File: src/include/sbmi_pkg.sv
// Package with constants and types of the system bus master interface
package sbmi_pkg;
  localparam int unsigned CLK_PERIOD_NS   = 100;
  // Longest grant-to-cycle delay, in clock periods
  localparam int unsigned GRANT_START_MAX = 4;
  // Release delay after hold withdrawal, more than two clocks
  localparam int unsigned HOLD_DROP_NS    = 300;
  localparam logic [2:0]  HOLD_DROP_CYC   =
    3'((HOLD_DROP_NS + CLK_PERIOD_NS - 1) / CLK_PERIOD_NS);
  // Earliest acknowledge in handshake style: falling edge of third clock
  localparam logic [1:0]  HS_MIN_WAIT     = 2'h2;
  localparam logic [1:0]  CNT2_ZERO       = 2'h0;
  localparam logic [1:0]  CNT2_ONE        = 2'h1;
  localparam logic [2:0]  CNT3_ZERO       = 3'h0;
  localparam logic [2:0]  CNT3_ONE        = 3'h1;
  localparam logic [2:0]  DROP_DONE       = 3'h0;
  localparam logic [31:0] DATA_ZERO       = 32'h0;
  localparam logic [29:0] ADDR_ZERO       = 30'h0;
  localparam logic [3:0]  PAR_ZERO        = 4'h0;
  // Access source, in descending priority order
  typedef enum logic [1:0] {
    SBMI_SRC_RX,
    SBMI_SRC_TX,
    SBMI_SRC_CFG,
    SBMI_SRC_NONE
  } sbmi_src_e;
  // Memory area of an access
  typedef enum logic [1:0] {
    SBMI_AREA_CFG,
    SBMI_AREA_TXDATA,
    SBMI_AREA_OTHER
  } sbmi_area_e;
  typedef enum {
    SBMI_IDLE,
    SBMI_REQ,
    SBMI_GRANT,
    SBMI_S1,
    SBMI_S2,
    SBMI_HS_A,
    SBMI_HS_W,
    SBMI_END,
    SBMI_DROP,
    SBMI_WAITREL
  } sbmi_state_e;
endpackage

File: src/logic/sbmi_core.sv
// System bus master: two bus styles, arbitration, error and parity handling
//
// Summary of operation
// - Mode strap selects ready/hold style or strobe/acknowledge/grant style.
// - Synchronous style: even byte parity when strap is one, none when zero.
// - Lower-order byte of each word maps to the lower byte address.
// - Cycle state one drives address and definition, asserts address status.
// - Ready ignored in state one, sampled end of state two; waits inserted.
// - Reads float data lines and latch data and parity when ready seen.
// - Writes drive data and parity from state two until after ready.
// - Fault on configuration read: end cycle, action-fail interrupt, suspend.
// - Fault on transmit data read aborts frame; other transmit faults do nothing.
// - Memory supplies four lane parity bits, upper lane first, checked even.
// - Parity check output low the clock after latch, one or two clocks.
// - Drive hold request high whenever a transfer is needed.
// - On acknowledge, start if we requested, else forward down the chain.
// - No new hold request until previous acknowledge is deasserted.
// - Acknowledge withdrawn mid-cycle: fault end, release over two clocks later.
// - Begin a cycle within four clocks after our own grant.
// - Handshake: address strobe mid-clock, write data strobe two clocks later; the code switches both strobes on the rising edge.
// - Handshake reads: data strobe with address strobe, latch at last fall; the code latches on the rising edge that ends the cycle.
// - Acknowledge seen earliest at third clock; strobes negate before end.
// - Fault terminates handshake cycle; errored read aborts transmit channel.
// - Handshake arbitration: pull request low, ack grant or pass it on.
// - First cycle in the same clock as grant ack; request again after lines idle.
// - One tenure serves all pending: receive, then transmit, then config.
`timescale 1ns/10ps
module sbmi_core
  import sbmi_pkg::*;
(
  input  wire logic        clk_in,
  input  wire logic        rst_n_in,
  input  wire logic        mode_strap_in,
  input  wire logic        parity_strap_in,
  input  wire logic        rx_req_in,
  input  wire logic        tx_req_in,
  input  wire logic        cfg_req_in,
  input  wire logic [29:0] rx_addr_in,
  input  wire logic [29:0] tx_addr_in,
  input  wire logic [29:0] cfg_addr_in,
  input  wire logic        rx_write_in,
  input  wire logic        tx_write_in,
  input  wire logic        cfg_write_in,
  input  wire logic        tx_is_data_in,
  input  wire logic [31:0] rx_wdata_in,
  input  wire logic [31:0] cfg_wdata_in,
  input  wire logic        ready_n_in,
  input  wire logic        transfer_ack_n_in,
  input  wire logic        bus_fault_n_in,
  input  wire logic        hold_acknowledge_in,
  input  wire logic        grant_in_n_in,
  input  wire logic        bus_request_n_in,
  input  wire logic        grant_owner_ack_n_in,
  input  wire logic [31:0] data_in,
  input  wire logic [3:0]  byte_parity_lines_in,
  output logic [29:0]      addr_out,
  output logic             write_out,
  output logic             addr_oe_n_out,
  output logic [31:0]      data_out,
  output logic [3:0]       byte_parity_lines_out,
  output logic             data_oe_n_out,
  output logic             address_status_strobe_n_out,
  output logic             address_strobe_n_out,
  output logic             data_strobe_n_out,
  output logic             parity_check_flag_n_out,
  output logic             hold_request_out,
  output logic             hold_ack_chain_out,
  output logic             bus_request_n_out,
  output logic             grant_owner_ack_n_out,
  output logic             grant_chain_out_n_out,
  output logic             rx_done_out,
  output logic             tx_done_out,
  output logic             cfg_done_out,
  output logic [31:0]      rdata_out,
  output logic             action_fail_irq_out,
  output logic             frame_abort_irq_out,
  output logic             restart_action_out
);

  function automatic logic [3:0] even_par(input logic [31:0] d);
    even_par = {^d[31:24], ^d[23:16], ^d[15:8], ^d[7:0]};
  endfunction

  // Two-stage synchronisers for every pin input except the straps
  logic [6:0] s1_ff;
  logic [6:0] s2_ff;
  logic [31:0] din1_ff;
  logic [31:0] din2_ff;
  logic [3:0]  pin1_ff;
  logic [3:0]  pin2_ff;
  always_ff @(posedge clk_in or negedge rst_n_in) begin
    if (!rst_n_in) begin
      s1_ff   <= 7'h7E;
      s2_ff   <= 7'h7E;
      din1_ff <= DATA_ZERO;
      din2_ff <= DATA_ZERO;
      pin1_ff <= PAR_ZERO;
      pin2_ff <= PAR_ZERO;
    end else begin
      s1_ff   <= {ready_n_in, transfer_ack_n_in, bus_fault_n_in,
                  grant_in_n_in, bus_request_n_in, grant_owner_ack_n_in,
                  hold_acknowledge_in};
      s2_ff   <= s1_ff;
      din1_ff <= data_in;
      din2_ff <= din1_ff;
      pin1_ff <= byte_parity_lines_in;
      pin2_ff <= pin1_ff;
    end
  end
  logic rdy;
  logic ack;
  logic flt;
  logic gnt;
  logic ext_br;
  logic ext_grant_owner_ack;
  logic hold_acknowledge;
  assign rdy       = !s2_ff[6];
  assign ack       = !s2_ff[5];
  assign flt       = !s2_ff[4];
  assign gnt       = !s2_ff[3];
  assign ext_br    = !s2_ff[2];
  assign ext_grant_owner_ack = !s2_ff[1];
  assign hold_acknowledge      = s2_ff[0];

  // Straps caught once after reset release
  logic mode_hs_ff;
  logic par_en_ff;
  logic strap_ok_ff;
  always_ff @(posedge clk_in or negedge rst_n_in) begin
    if (!rst_n_in) begin
      mode_hs_ff  <= 1'b0;
      par_en_ff   <= 1'b0;
      strap_ok_ff <= 1'b0;
    end else if (!strap_ok_ff) begin
      mode_hs_ff  <= mode_strap_in;
      par_en_ff   <= parity_strap_in & !mode_strap_in;
      strap_ok_ff <= 1'b1;
    end
  end

  logic pending;
  sbmi_src_e pick;
  // Source just completed is masked while its requester still sees done
  logic rx_live;
  logic tx_live;
  logic cfg_live;
  assign rx_live  = rx_req_in & !rx_done_out;
  assign tx_live  = tx_req_in & !tx_done_out;
  assign cfg_live = cfg_req_in & !cfg_done_out;
  assign pending = rx_live | tx_live | cfg_live;
  always_comb begin
    if (rx_live)       pick = SBMI_SRC_RX;
    else if (tx_live)  pick = SBMI_SRC_TX;
    else if (cfg_live) pick = SBMI_SRC_CFG;
    else               pick = SBMI_SRC_NONE;
  end
  logic busy_idle;
  assign busy_idle = !ext_br & !ext_grant_owner_ack;

  sbmi_state_e state_ff;
  sbmi_src_e   src_ff;
  logic [1:0]  wait_ff;
  logic [2:0]  drop_ff;
  logic [2:0]  gcnt_ff;
  logic        fault_ff;
  logic        latch_par_ff;
  logic [3:0]  lat_par_ff;
  logic [31:0] lat_data_ff;
  logic        end_ok;
  assign end_ok = (state_ff == SBMI_S2) ? (rdy | flt) : (ack | flt);

  always_ff @(posedge clk_in or negedge rst_n_in) begin
    if (!rst_n_in) begin
      state_ff <= SBMI_IDLE;
      src_ff   <= SBMI_SRC_NONE;
      wait_ff  <= CNT2_ZERO;
      drop_ff  <= DROP_DONE;
      gcnt_ff  <= CNT3_ZERO;
      fault_ff <= 1'b0;
    end else begin
      case (state_ff)
        SBMI_IDLE: if (pending && (mode_hs_ff ? busy_idle : !hold_acknowledge))
          state_ff <= SBMI_REQ;
        SBMI_REQ: if (mode_hs_ff ? gnt : hold_acknowledge) begin
          state_ff <= SBMI_GRANT;
          gcnt_ff  <= CNT3_ZERO;
        end
        SBMI_GRANT: begin
          // One clock after grant acknowledge, well inside four
          gcnt_ff <= gcnt_ff + CNT3_ONE;
          if (!pending) state_ff <= SBMI_END;
          else begin
            src_ff   <= pick;
            fault_ff <= 1'b0;
            wait_ff  <= CNT2_ZERO;
            state_ff <= mode_hs_ff ? SBMI_HS_A : SBMI_S1;
          end
        end
        SBMI_S1: state_ff <= SBMI_S2;
        SBMI_S2: if (!hold_acknowledge) begin
          fault_ff <= 1'b1;
          drop_ff  <= HOLD_DROP_CYC;
          state_ff <= SBMI_DROP;
        end else if (end_ok) begin
          fault_ff <= flt;
          state_ff <= SBMI_GRANT;
        end
        SBMI_HS_A: begin
          wait_ff  <= wait_ff + CNT2_ONE;
          if (wait_ff + CNT2_ONE == HS_MIN_WAIT) state_ff <= SBMI_HS_W;
        end
        SBMI_HS_W: if (end_ok) begin
          fault_ff <= flt;
          state_ff <= SBMI_GRANT;
        end
        SBMI_DROP: begin
          drop_ff <= drop_ff - CNT3_ONE;
          if (drop_ff == CNT3_ONE) state_ff <= SBMI_END;
        end
        SBMI_END: state_ff <= SBMI_WAITREL;
        SBMI_WAITREL: if (mode_hs_ff ? busy_idle : !hold_acknowledge)
          state_ff <= SBMI_IDLE;
        default: state_ff <= SBMI_IDLE;
      endcase
    end
  end

  logic in_cycle;
  logic cyc_end;
  logic cyc_read;
  logic owner;
  assign in_cycle = (state_ff == SBMI_S1) || (state_ff == SBMI_S2) ||
                    (state_ff == SBMI_HS_A) || (state_ff == SBMI_HS_W);
  assign owner = (state_ff != SBMI_IDLE) && (state_ff != SBMI_REQ) &&
                 (state_ff != SBMI_WAITREL);
  assign cyc_end = ((state_ff == SBMI_S2) && hold_acknowledge && end_ok) ||
                   ((state_ff == SBMI_HS_W) && end_ok);
  assign cyc_read = !write_out;

  // Address, direction and data for the selected source
  always_ff @(posedge clk_in or negedge rst_n_in) begin
    if (!rst_n_in) begin
      addr_out      <= ADDR_ZERO;
      write_out     <= 1'b0;
      data_out      <= DATA_ZERO;
      byte_parity_lines_out <= PAR_ZERO;
    end else if (state_ff == SBMI_GRANT && pending) begin
      case (pick)
        SBMI_SRC_RX: begin
          addr_out  <= rx_addr_in;
          write_out <= rx_write_in;
          data_out  <= rx_wdata_in;
          byte_parity_lines_out <= even_par(rx_wdata_in);
        end
        SBMI_SRC_TX: begin
          addr_out  <= tx_addr_in;
          write_out <= tx_write_in;
          data_out  <= DATA_ZERO;
          byte_parity_lines_out <= PAR_ZERO;
        end
        default: begin
          addr_out  <= cfg_addr_in;
          write_out <= cfg_write_in;
          data_out  <= cfg_wdata_in;
          byte_parity_lines_out <= even_par(cfg_wdata_in);
        end
      endcase
    end
  end

  function automatic logic write_out_next();
    case (pick)
      SBMI_SRC_RX: write_out_next = rx_write_in;
      SBMI_SRC_TX: write_out_next = tx_write_in;
      default:     write_out_next = cfg_write_in;
    endcase
  endfunction

  // Bus drive and strobes
  always_ff @(posedge clk_in or negedge rst_n_in) begin
    if (!rst_n_in) begin
      addr_oe_n_out               <= 1'b1;
      data_oe_n_out               <= 1'b1;
      address_status_strobe_n_out <= 1'b1;
      address_strobe_n_out        <= 1'b1;
      data_strobe_n_out           <= 1'b1;
    end else begin
      addr_oe_n_out <= !(owner && state_ff != SBMI_END);
      address_status_strobe_n_out <= !(state_ff == SBMI_GRANT && pending &&
                                       !mode_hs_ff);
      // Write data held through the clock after ready
      data_oe_n_out <= !(write_out && (state_ff == SBMI_S1 ||
                         state_ff == SBMI_S2 || state_ff == SBMI_HS_A ||
                         state_ff == SBMI_HS_W));
      address_strobe_n_out <= !((state_ff == SBMI_GRANT && pending &&
                                 mode_hs_ff) ||
                                (in_cycle && mode_hs_ff && !cyc_end));
      // Reads raise data strobe with address strobe; writes two clocks later
      data_strobe_n_out <= !(mode_hs_ff && !cyc_end &&
        ((state_ff == SBMI_GRANT && pending && !write_out_next()) ||
         (in_cycle && !(state_ff == SBMI_HS_A && wait_ff == CNT2_ZERO &&
                        write_out))));
    end
  end

  // Read data capture, completion and error effects
  always_ff @(posedge clk_in or negedge rst_n_in) begin
    if (!rst_n_in) begin
      lat_data_ff         <= DATA_ZERO;
      lat_par_ff          <= PAR_ZERO;
      latch_par_ff        <= 1'b0;
      rdata_out           <= DATA_ZERO;
      rx_done_out         <= 1'b0;
      tx_done_out         <= 1'b0;
      cfg_done_out        <= 1'b0;
      action_fail_irq_out <= 1'b0;
      frame_abort_irq_out <= 1'b0;
      restart_action_out  <= 1'b0;
    end else begin
      latch_par_ff <= cyc_end && cyc_read && !flt && par_en_ff;
      if (cyc_end && cyc_read) begin
        lat_data_ff <= din2_ff;
        lat_par_ff  <= pin2_ff;
        rdata_out   <= din2_ff;
      end
      rx_done_out  <= cyc_end && src_ff == SBMI_SRC_RX;
      tx_done_out  <= cyc_end && src_ff == SBMI_SRC_TX;
      cfg_done_out <= cyc_end && src_ff == SBMI_SRC_CFG;
      action_fail_irq_out <= (cyc_end && flt && cyc_read &&
                              src_ff == SBMI_SRC_CFG);
      frame_abort_irq_out <= (cyc_end && flt && cyc_read &&
                              src_ff == SBMI_SRC_TX &&
                              (tx_is_data_in || mode_hs_ff));
      restart_action_out  <= (state_ff == SBMI_S2 && !hold_acknowledge);
    end
  end

  // Parity flag: one clock low after the latch
  always_ff @(posedge clk_in or negedge rst_n_in) begin
    if (!rst_n_in) parity_check_flag_n_out <= 1'b1;
    else parity_check_flag_n_out <= !(latch_par_ff &&
                      (even_par(lat_data_ff) != lat_par_ff));
  end

  // Arbitration outputs
  always_ff @(posedge clk_in or negedge rst_n_in) begin
    if (!rst_n_in) begin
      hold_request_out      <= 1'b0;
      hold_ack_chain_out    <= 1'b0;
      bus_request_n_out     <= 1'b1;
      grant_owner_ack_n_out <= 1'b1;
      grant_chain_out_n_out <= 1'b1;
    end else begin
      hold_request_out <= !mode_hs_ff &&
        (state_ff == SBMI_REQ || (owner && state_ff != SBMI_END &&
         state_ff != SBMI_DROP));
      hold_ack_chain_out <= !mode_hs_ff && hold_acknowledge && !owner &&
                            state_ff != SBMI_REQ;
      bus_request_n_out <= !(mode_hs_ff && state_ff == SBMI_REQ &&
                             !gnt);
      grant_owner_ack_n_out <= !(mode_hs_ff && owner &&
                                 state_ff != SBMI_END);
      grant_chain_out_n_out <= !(mode_hs_ff && gnt && !owner &&
                                 state_ff != SBMI_REQ);
    end
  end

endmodule // sbmi_core

File: config.mk
export PLATFORM = sky130hd
export DESIGN_NAME = sbmi_core
export DESIGN_NICKNAME = d
export VERILOG_FILES = /design/src/include/sbmi_pkg.sv /design/src/logic/sbmi_core.sv
export SDC_FILE = /design/constraint.sdc
export NUM_CORES = 1
export LEC_CHECK = 0
export ABC_CLOCK_PERIOD_IN_PS = 2200
export BUFFER_PORTS_ARGS = -buffer_cell sky130_fd_sc_hd__buf_2
export CAP_MARGIN = 40
export CORE_UTILIZATION = 50
export CTS_CLUSTER_DIAMETER = 30
export DETAILED_ROUTE_END_ITERATION = 8
export PLACE_DENSITY = 0.79
export SETUP_SLACK_MARGIN = 0.5
export SLEW_MARGIN = 10
export SYNTH_ARGS = -nofsm -noshare
export SYNTH_HDL_FRONTEND = slang
export SYNTH_SLANG_ARGS = --single-unit
export TNS_END_PERCENT = 1
File: constraint.sdc
create_clock -name clk_in -period 2.2 [get_ports clk_in]
set_input_delay 0.11 -clock clk_in [delete_from_list [all_inputs] [get_ports clk_in]]
set_output_delay 0.11 -clock clk_in [all_outputs]
set_load 0.005 [all_outputs]
==> Yosys cells after proc, flatten, opt, wreduce, memory -nomap -nowiden <==
Index checks and enable logic that the tools add are counted.
{ "totals": {"word_cells": 203, "romBits": 0, "ff_bits": 249, "ramBits": 0, "latch_bits": 0, "out_inout_bits": 116, "memories": 0} }
{ "classes": {"n_mul": 0, "eq_ne": 32, "addsub": 2, "n_bitwise": 9, "order_cmp": 0, "mux": 24, "n_div": 0, "n_reduce_logical": 99, "shifts": 0} }
{ "op_table": {"columns": ["op", "n"], "rows": [
  ["32-bit one-hot mux with 10 select lines", 1],
  ["32-bit 2-to-1 mux", 7],
  ["32-bit by 3-bit == test with 1-bit output, second input constant", 6],
  ["32-bit by 4-bit == test with 1-bit output, second input constant", 5],
  ["32-bit by 2-bit == test with 1-bit output, second input constant", 3],
  ["8-bit XOR reduction", 12],
  ["32-bit by 5-bit inequality test with 1-bit output, second input constant", 2],
  ["32-bit one-hot mux with 2 select lines", 1],
  ["30-bit one-hot mux with 2 select lines", 1],
  ["1-bit logical AND", 44],
  ["32-bit by 1-bit == test with 1-bit output, second input constant", 1],
  ["32-bit logical NOT", 1],
  ["32-bit by 2-bit inequality test with 1-bit output, second input constant", 1],
  ["32-bit by 4-bit inequality test with 1-bit output, second input constant", 1],
  ["32-bit nonzero test", 1],
  ["1-bit logical NOT", 24],
  ["2-bit inequality test, second input constant", 7],
  ["3-bit 2-to-1 mux", 3],
  ["1-bit logical OR", 8],
  ["4-bit one-hot mux with 2 select lines", 1],
  ["2-bit logical NOT", 3],
  ["2-bit 2-to-1 mux", 3],
  ["3-bit one-hot mux with 2 select lines", 1],
  ["2-bit AND reduction", 3],
  ["13 further kinds", 26]
]} }

==> Longest topological paths before layout <==
{ "depth": {"ltp_word": 12, "mapped_depth": 8, "mapped_depth_nobuf": 7} }

==> Worst setup path after synthesis <==
OpenSTA, ideal clock, no wires.
{ "synth_timing": {"path_type": "register to register", "start": "register state_ff[27]", "end": "register lat_data_ff[27]", "arrival_time_ns": 1.828, "stages_incl_launch_ff": 8, "period_less_slack_ns": 1.956, "setup_ns": 0.127, "path_slack_ns": 0.244, "cell_sequence": "dfrtp_1 nor4_2 and4_1 nand3_2 nor3_2 buf_4 buf_6 mux2_1"} }
{ "synth_between": {"elab_chain_cells": 5, "elab_cells_between_ends": 8, "cone_classes": "eq/ne: 2; mux: 1; reduce/logical: 5"} }
{ "synth_rtl": {"columns": ["item", "line", "rtl"], "rows": [
  ["from (decl)", "sbmi_core.sv:160", "sbmi_state_e state_ff;"],
  ["from (signal assigned)", "sbmi_core.sv:196", "state_ff <= mode_hs_ff ? SBMI_HS_A : SBMI_S1;"],
  ["32-bit by 4-bit == test with 1-bit output", "sbmi_core.sv:170, sbmi_core.sv:236", null],
  ["1-bit 2-to-1 mux / 1-bit logical AND (equally long branches)", "sbmi_core.sv:170, sbmi_core.sv:236", null],
  ["1-bit logical AND (on tied branches)", "sbmi_core.sv:236, sbmi_core.sv:237", null],
  ["1-bit logical OR *", "sbmi_core.sv:236", "assign cyc_end = ((state_ff == SBMI_S2) && hold_acknowledge && end_ok) ||"],
  ["1-bit logical AND *", "sbmi_core.sv:321", "if (cyc_end && cyc_read) begin"],
  ["to (signal assigned)", "sbmi_core.sv:322", "lat_data_ff <= din2_ff;"],
  ["to (decl)", "sbmi_core.sv:168", "logic [31:0] lat_data_ff;"]
]} }
Mark *: on every way between the ends. The rest lies on a longest branch, timed or not.
A chain may end at the register's enable or synchronous reset.

==> Worst setup path in the final report <==
{ "layout_timing": {"start": "register state_ff[28]", "end": "register lat_data_ff[10]"} }
Same word-level chain as after synthesis.

==> results.txt <==
The flow ran to the end, and the final reports show no timing, DRC or antenna violations. The area growth from synthesis to final layout came out at 54.3%. The number of sinks driven by the clock tree came out at roughly 250. The tool flagged a number of max-cap violations equal to 0.

The cell area after placement came out at 12100 sq um. The weighted congestion at the end of routability-driven global placement came out at 0.863. After detailed routing, the number of vias per cell comes to 5.46. The critical path starts at state_ff[28]. The wire length of the first global-routing pass is 49000 um. The total overflow left after global routing is 0.

The maximum number of pins on one net before global-route repair is 75. The count of final max-slew check failures is 0. The CTS tree is done.

The wire length per cell after detailed routing came out at 20.6 um. CTS placed an instance of sky130_fd_sc_hd__clkbuf_16 at the clock tree root. The summed area of non-filler cells in the final layout is between 15000 and 20000 sq um. The top achievable clock speed is 464 MHz. The register bit total from synthesis is between 200 and 250.

The maximum level of the CTS H-tree came out at 2. Pin placement for this block handled 324 I/O pins. Buffers placed on the I/O ports in this run total 323. The total design power is 12.8 mW.

Before CTS, the worst setup slack after placement is 0.102 ns. The half-perimeter wire length of the detailed placement result came out at 17400 um. The die span in x came out at 143 um. The full die area came out at 20500 sq um.

The cell count after synthesis came out at 860. The normalized max-slew margin came out at just over 60%. The count of TritonRoute iterations in the first routing pass is 6. In this run the worst path has a maximum fanout of 5. The top cell type by area accounts for 56.8% of the synthesized area. The summed instance area of the synthesized netlist came out at ~9900 sq um. The actual transition at the worst max-transition pin came out at 0.574 ns. The via count of the first global-routing pass came out at 9146. The average size of a mapped cell is 11.6 sq um. The count of flip-flops with a built-in enable after synthesis is 0. The worst path needs 2.16 ns of the cycle, external delays included. For this run, the leading register cell type out of synthesis is sky130_fd_sc_hd__dfrtp_1. The setup clock skew after layout came out at 0.0217 ns. The worst hold path class is input pin to flip-flop.

The total instance count after detailed placement came out at between 1000 and 1500. The ratio of cells with drive above 1 in the final layout came out at 36.6%. The number of core rows came out at 51. The arrival time at the worst endpoint is 2.54 ns. The beginning of the worst register-to-register path is state_ff[28]. The power density over the cells is 832 nW/um^2. The setup path with the least slack is of type flip-flop to flip-flop. The number of buffers on the longest clock path came out at 3. After the first detailed-routing iteration, the DRC count stood at 890. Setup repair after global routing could not meet its margin everywhere. The critical hold path startpoint is cfg_addr_in[20]. The height of the chip came out at 143 um. The required time of the worst setup path is around 2.6 ns. The period utilization came out at 98.0%. The number of antenna violations at the first check in global routing was 1.

For this configuration, the core starts out at a cell density of 51.1%. In the routed design, unresolved DRC markers number 0. The filler cells instantiated in the layout total 1042. The clock latency reported for the late side of the worst-skew pair came out at 0.52 ns. The largest area contributor in the synthesized netlist is sky130_fd_sc_hd__dfrtp_1. The count of warnings emitted by yosys is 0. The number of CTS-inserted buffers came out at 42. The global-route total usage across every layer is a little under a third. The sequential area share after synthesis came out at between 60% and 70%. The worst setup path is launched from a flip-flop. The routed wire length is between 30000 and 40000 um.

The final worst setup slack is 0.0449 ns. The number of non-filler instances in the completed layout came out at 1686. The fraction of registers with async set or reset after synthesis came out at 100%.

The count of unique library cells instantiated by Yosys is 52. The core footprint is 19500 sq um. The total leakage power came out at 7.34 nW. In the final design database the tool counted 1599 nets.

The total via count in the routed design is 9199. The final antenna-violating net count is 0. The number of setup violations in the final report is 0. The number of hold violations in the final report is 0. The peak supply drop is roughly 460 uV. The critical path capture point type is a flip-flop. Sorting the synthesized cells by area gives the leading types as sky130_fd_sc_hd__dfrtp_1, sky130_fd_sc_hd__xnor2_1, sky130_fd_sc_hd__dfstp_2, sky130_fd_sc_hd__a21oi_1, sky130_fd_sc_hd__nand2_1. The clock slew at the register clock pins of the worst setup and hold paths came out at 0.05 ns.
## cell usage in the layout (no fill, tap or decap), types with 4 or more instances in the layout
cell                            count
sky130_fd_sc_hd__and3_1             5
sky130_fd_sc_hd__buf_2            322
sky130_fd_sc_hd__dfstp_2           23
sky130_fd_sc_hd__dlygate4sd3_1    144
sky130_fd_sc_hd__xnor2_1           76
sky130_fd_sc_hd__o21ai_0           40
sky130_fd_sc_hd__nand3_1            4
sky130_fd_sc_hd__a21oi_1          110
sky130_fd_sc_hd__nor4_4             4
sky130_fd_sc_hd__nand2b_1           7
sky130_fd_sc_hd__clkinv_4           5
sky130_fd_sc_hd__nand2_1          110
sky130_fd_sc_hd__a22oi_1           37
sky130_fd_sc_hd__nor3_1             4
sky130_fd_sc_hd__dfrtp_1          225
sky130_fd_sc_hd__conb_1            29
sky130_fd_sc_hd__buf_12             7
sky130_fd_sc_hd__clkbuf_16         47
sky130_fd_sc_hd__clkinv_2           7
sky130_fd_sc_hd__mux2_4            28
sky130_fd_sc_hd__nor4_2             4
sky130_fd_sc_hd__buf_4             17
sky130_fd_sc_hd__buf_6              5
sky130_fd_sc_hd__ha_1               4
sky130_fd_sc_hd__mux2_2            10
sky130_fd_sc_hd__inv_6              8
sky130_fd_sc_hd__xor2_1            13
sky130_fd_sc_hd__bufinv_16          4
sky130_fd_sc_hd__nor2_1            55
sky130_fd_sc_hd__clkinvlp_4         5
sky130_fd_sc_hd__inv_1              6
## area by class of cell
type / count / area [sq um] / area share [%]
clock buffers: 47 / 1110 / 7.24
multi-input cells: 585 / 3770 / 24.6
flip-flops and latches: 249 / 6260 / 40.8
inverters: 7 / 26.3 / 0.171
well taps: 265 / 332 / 2.16
diodes: 1 / 2.50 / 0.0163
repair buffers: 502 / 3520 / 22.9
clock inverters: 30 / 327 / 2.13
## state kept, by name, indices dropped and copies added, names as in the netlist, 2 cells and up
register / cells
wait_ff: 2
pin1_ff: 4
pin2_ff: 4
lat_data_ff: 32
drop_ff: 3
lat_par_ff: 4
byte_parity_lines_out: 4
s2_ff: 7
din2_ff: 32
din1_ff: 32
data_out: 32
s1_ff: 7
src_ff: 2
addr_out: 30
state_ff: 32
## metrics by stage
step / setup TNS, ns / hold WS, ns / utilization [%]
2_1_floorplan: 0 / -0.186 / -
4_1_cts: 0 / 0.00419 / 77.1
5_1_grt: -0.136 / 0.0487 / 78.9
6_report: 0 / 0.0208 / 78.9
3_5_place_dp: 0 / 0.121 / 62.3
3_3_place_gp: 0 / 0.118 / 62.3
## synth_stat cells, types with 2 or more instances
master,number
sky130_fd_sc_hd__nor4_2,6
sky130_fd_sc_hd__conb_1,2
sky130_fd_sc_hd__mux2_2,31
sky130_fd_sc_hd__nor2b_1,4
sky130_fd_sc_hd__clkbuf_1,33
sky130_fd_sc_hd__inv_1,7
sky130_fd_sc_hd__buf_4,2
sky130_fd_sc_hd__dfrtp_1,226
sky130_fd_sc_hd__or3_1,2
sky130_fd_sc_hd__o22ai_1,2
sky130_fd_sc_hd__nand4_1,3
sky130_fd_sc_hd__o21ai_0,41
sky130_fd_sc_hd__nor2_1,56
sky130_fd_sc_hd__ha_1,4
sky130_fd_sc_hd__xnor2_1,76
sky130_fd_sc_hd__a22oi_1,37
sky130_fd_sc_hd__nor3_1,6
sky130_fd_sc_hd__a21oi_1,111
sky130_fd_sc_hd__nand2_1,111
sky130_fd_sc_hd__dfstp_2,23
sky130_fd_sc_hd__o21a_1,2
sky130_fd_sc_hd__nor4_1,2
sky130_fd_sc_hd__buf_2,10
sky130_fd_sc_hd__nand2b_1,7
sky130_fd_sc_hd__o31ai_1,3
sky130_fd_sc_hd__mux2_1,7
sky130_fd_sc_hd__xor2_1,13
sky130_fd_sc_hd__a22o_1,2
sky130_fd_sc_hd__nand3_1,4
sky130_fd_sc_hd__and3_1,5
## critical path: stages (launching register included)
cell	delay (ns)
sky130_fd_sc_hd__dfrtp_1	0.39
sky130_fd_sc_hd__nor4_4	0.33
sky130_fd_sc_hd__and4_4	0.31
sky130_fd_sc_hd__nand3_4	0.10
sky130_fd_sc_hd__nor3_4	0.25
sky130_fd_sc_hd__buf_6	0.19
sky130_fd_sc_hd__clkbuf_16	0.17
sky130_fd_sc_hd__mux2_4	0.30
## routing by layer
metal  up-vias  track usage (%)  wire (um)
met1      4444             36.0      12400
met2       613             55.5      17800
met5         -                0          0
met4         0             15.6       1690
li1       3983                -          -
met3       159             8.25       2780
## timing repair
| item | 4_1_cts | 5_1_grt |
|---|---|---|
| resized for setup | 3 | 42 |
| setup buffers | 0 | 6 |
| cloned | 0 | 7 |
| hold buffers | 144 | 0 |
| pin swaps | 1 | 8 |
| endpoints found under the setup margin | 126 | 127 |
| hold endpoints to repair | 176 | 0 |
## logic make-up after synthesis
| group | synth area share, % |
|---|---|
| AO/OA/AOI/OAI | 11.9 |
| XOR/XNOR | 7.84 |
| adder cells (fa/ha/maj) | 0.503 |
| buffers and inverters | 2.28 |
| flip-flops | 62.9 |
| multiplexers | 4.40 |
| other | 0.0755 |
| AND/OR/NAND/NOR | 10.1 |
## report_power, final
part / leakage [nW] / internal [mW] / switching (mW) / total, mW
clock network: 0.698 / 4.18 / 2.43 / 6.61
logic: 3.56 / 0.617 / 0.630 / 1.25
registers: 3.09 / 4.79 / 0.121 / 4.91
total: 7.34 / 9.59 / 3.18 / 12.8
## worst paths after layout
kind,depth (start not counted),end,slack (ns)
min in group asynchronous,2,din2_ff[1],0.15
worst max-delay path,7,lat_data_ff[10],0.04
worst min-delay path,5,addr_out[20],0.02
worst min register to register,0,din2_ff[27],0.34
max in group asynchronous,3,s1_ff[5],1.24
worst max register to register,7,lat_data_ff[10],0.04
No activity file was read; power rests on OpenSTA's default activity.
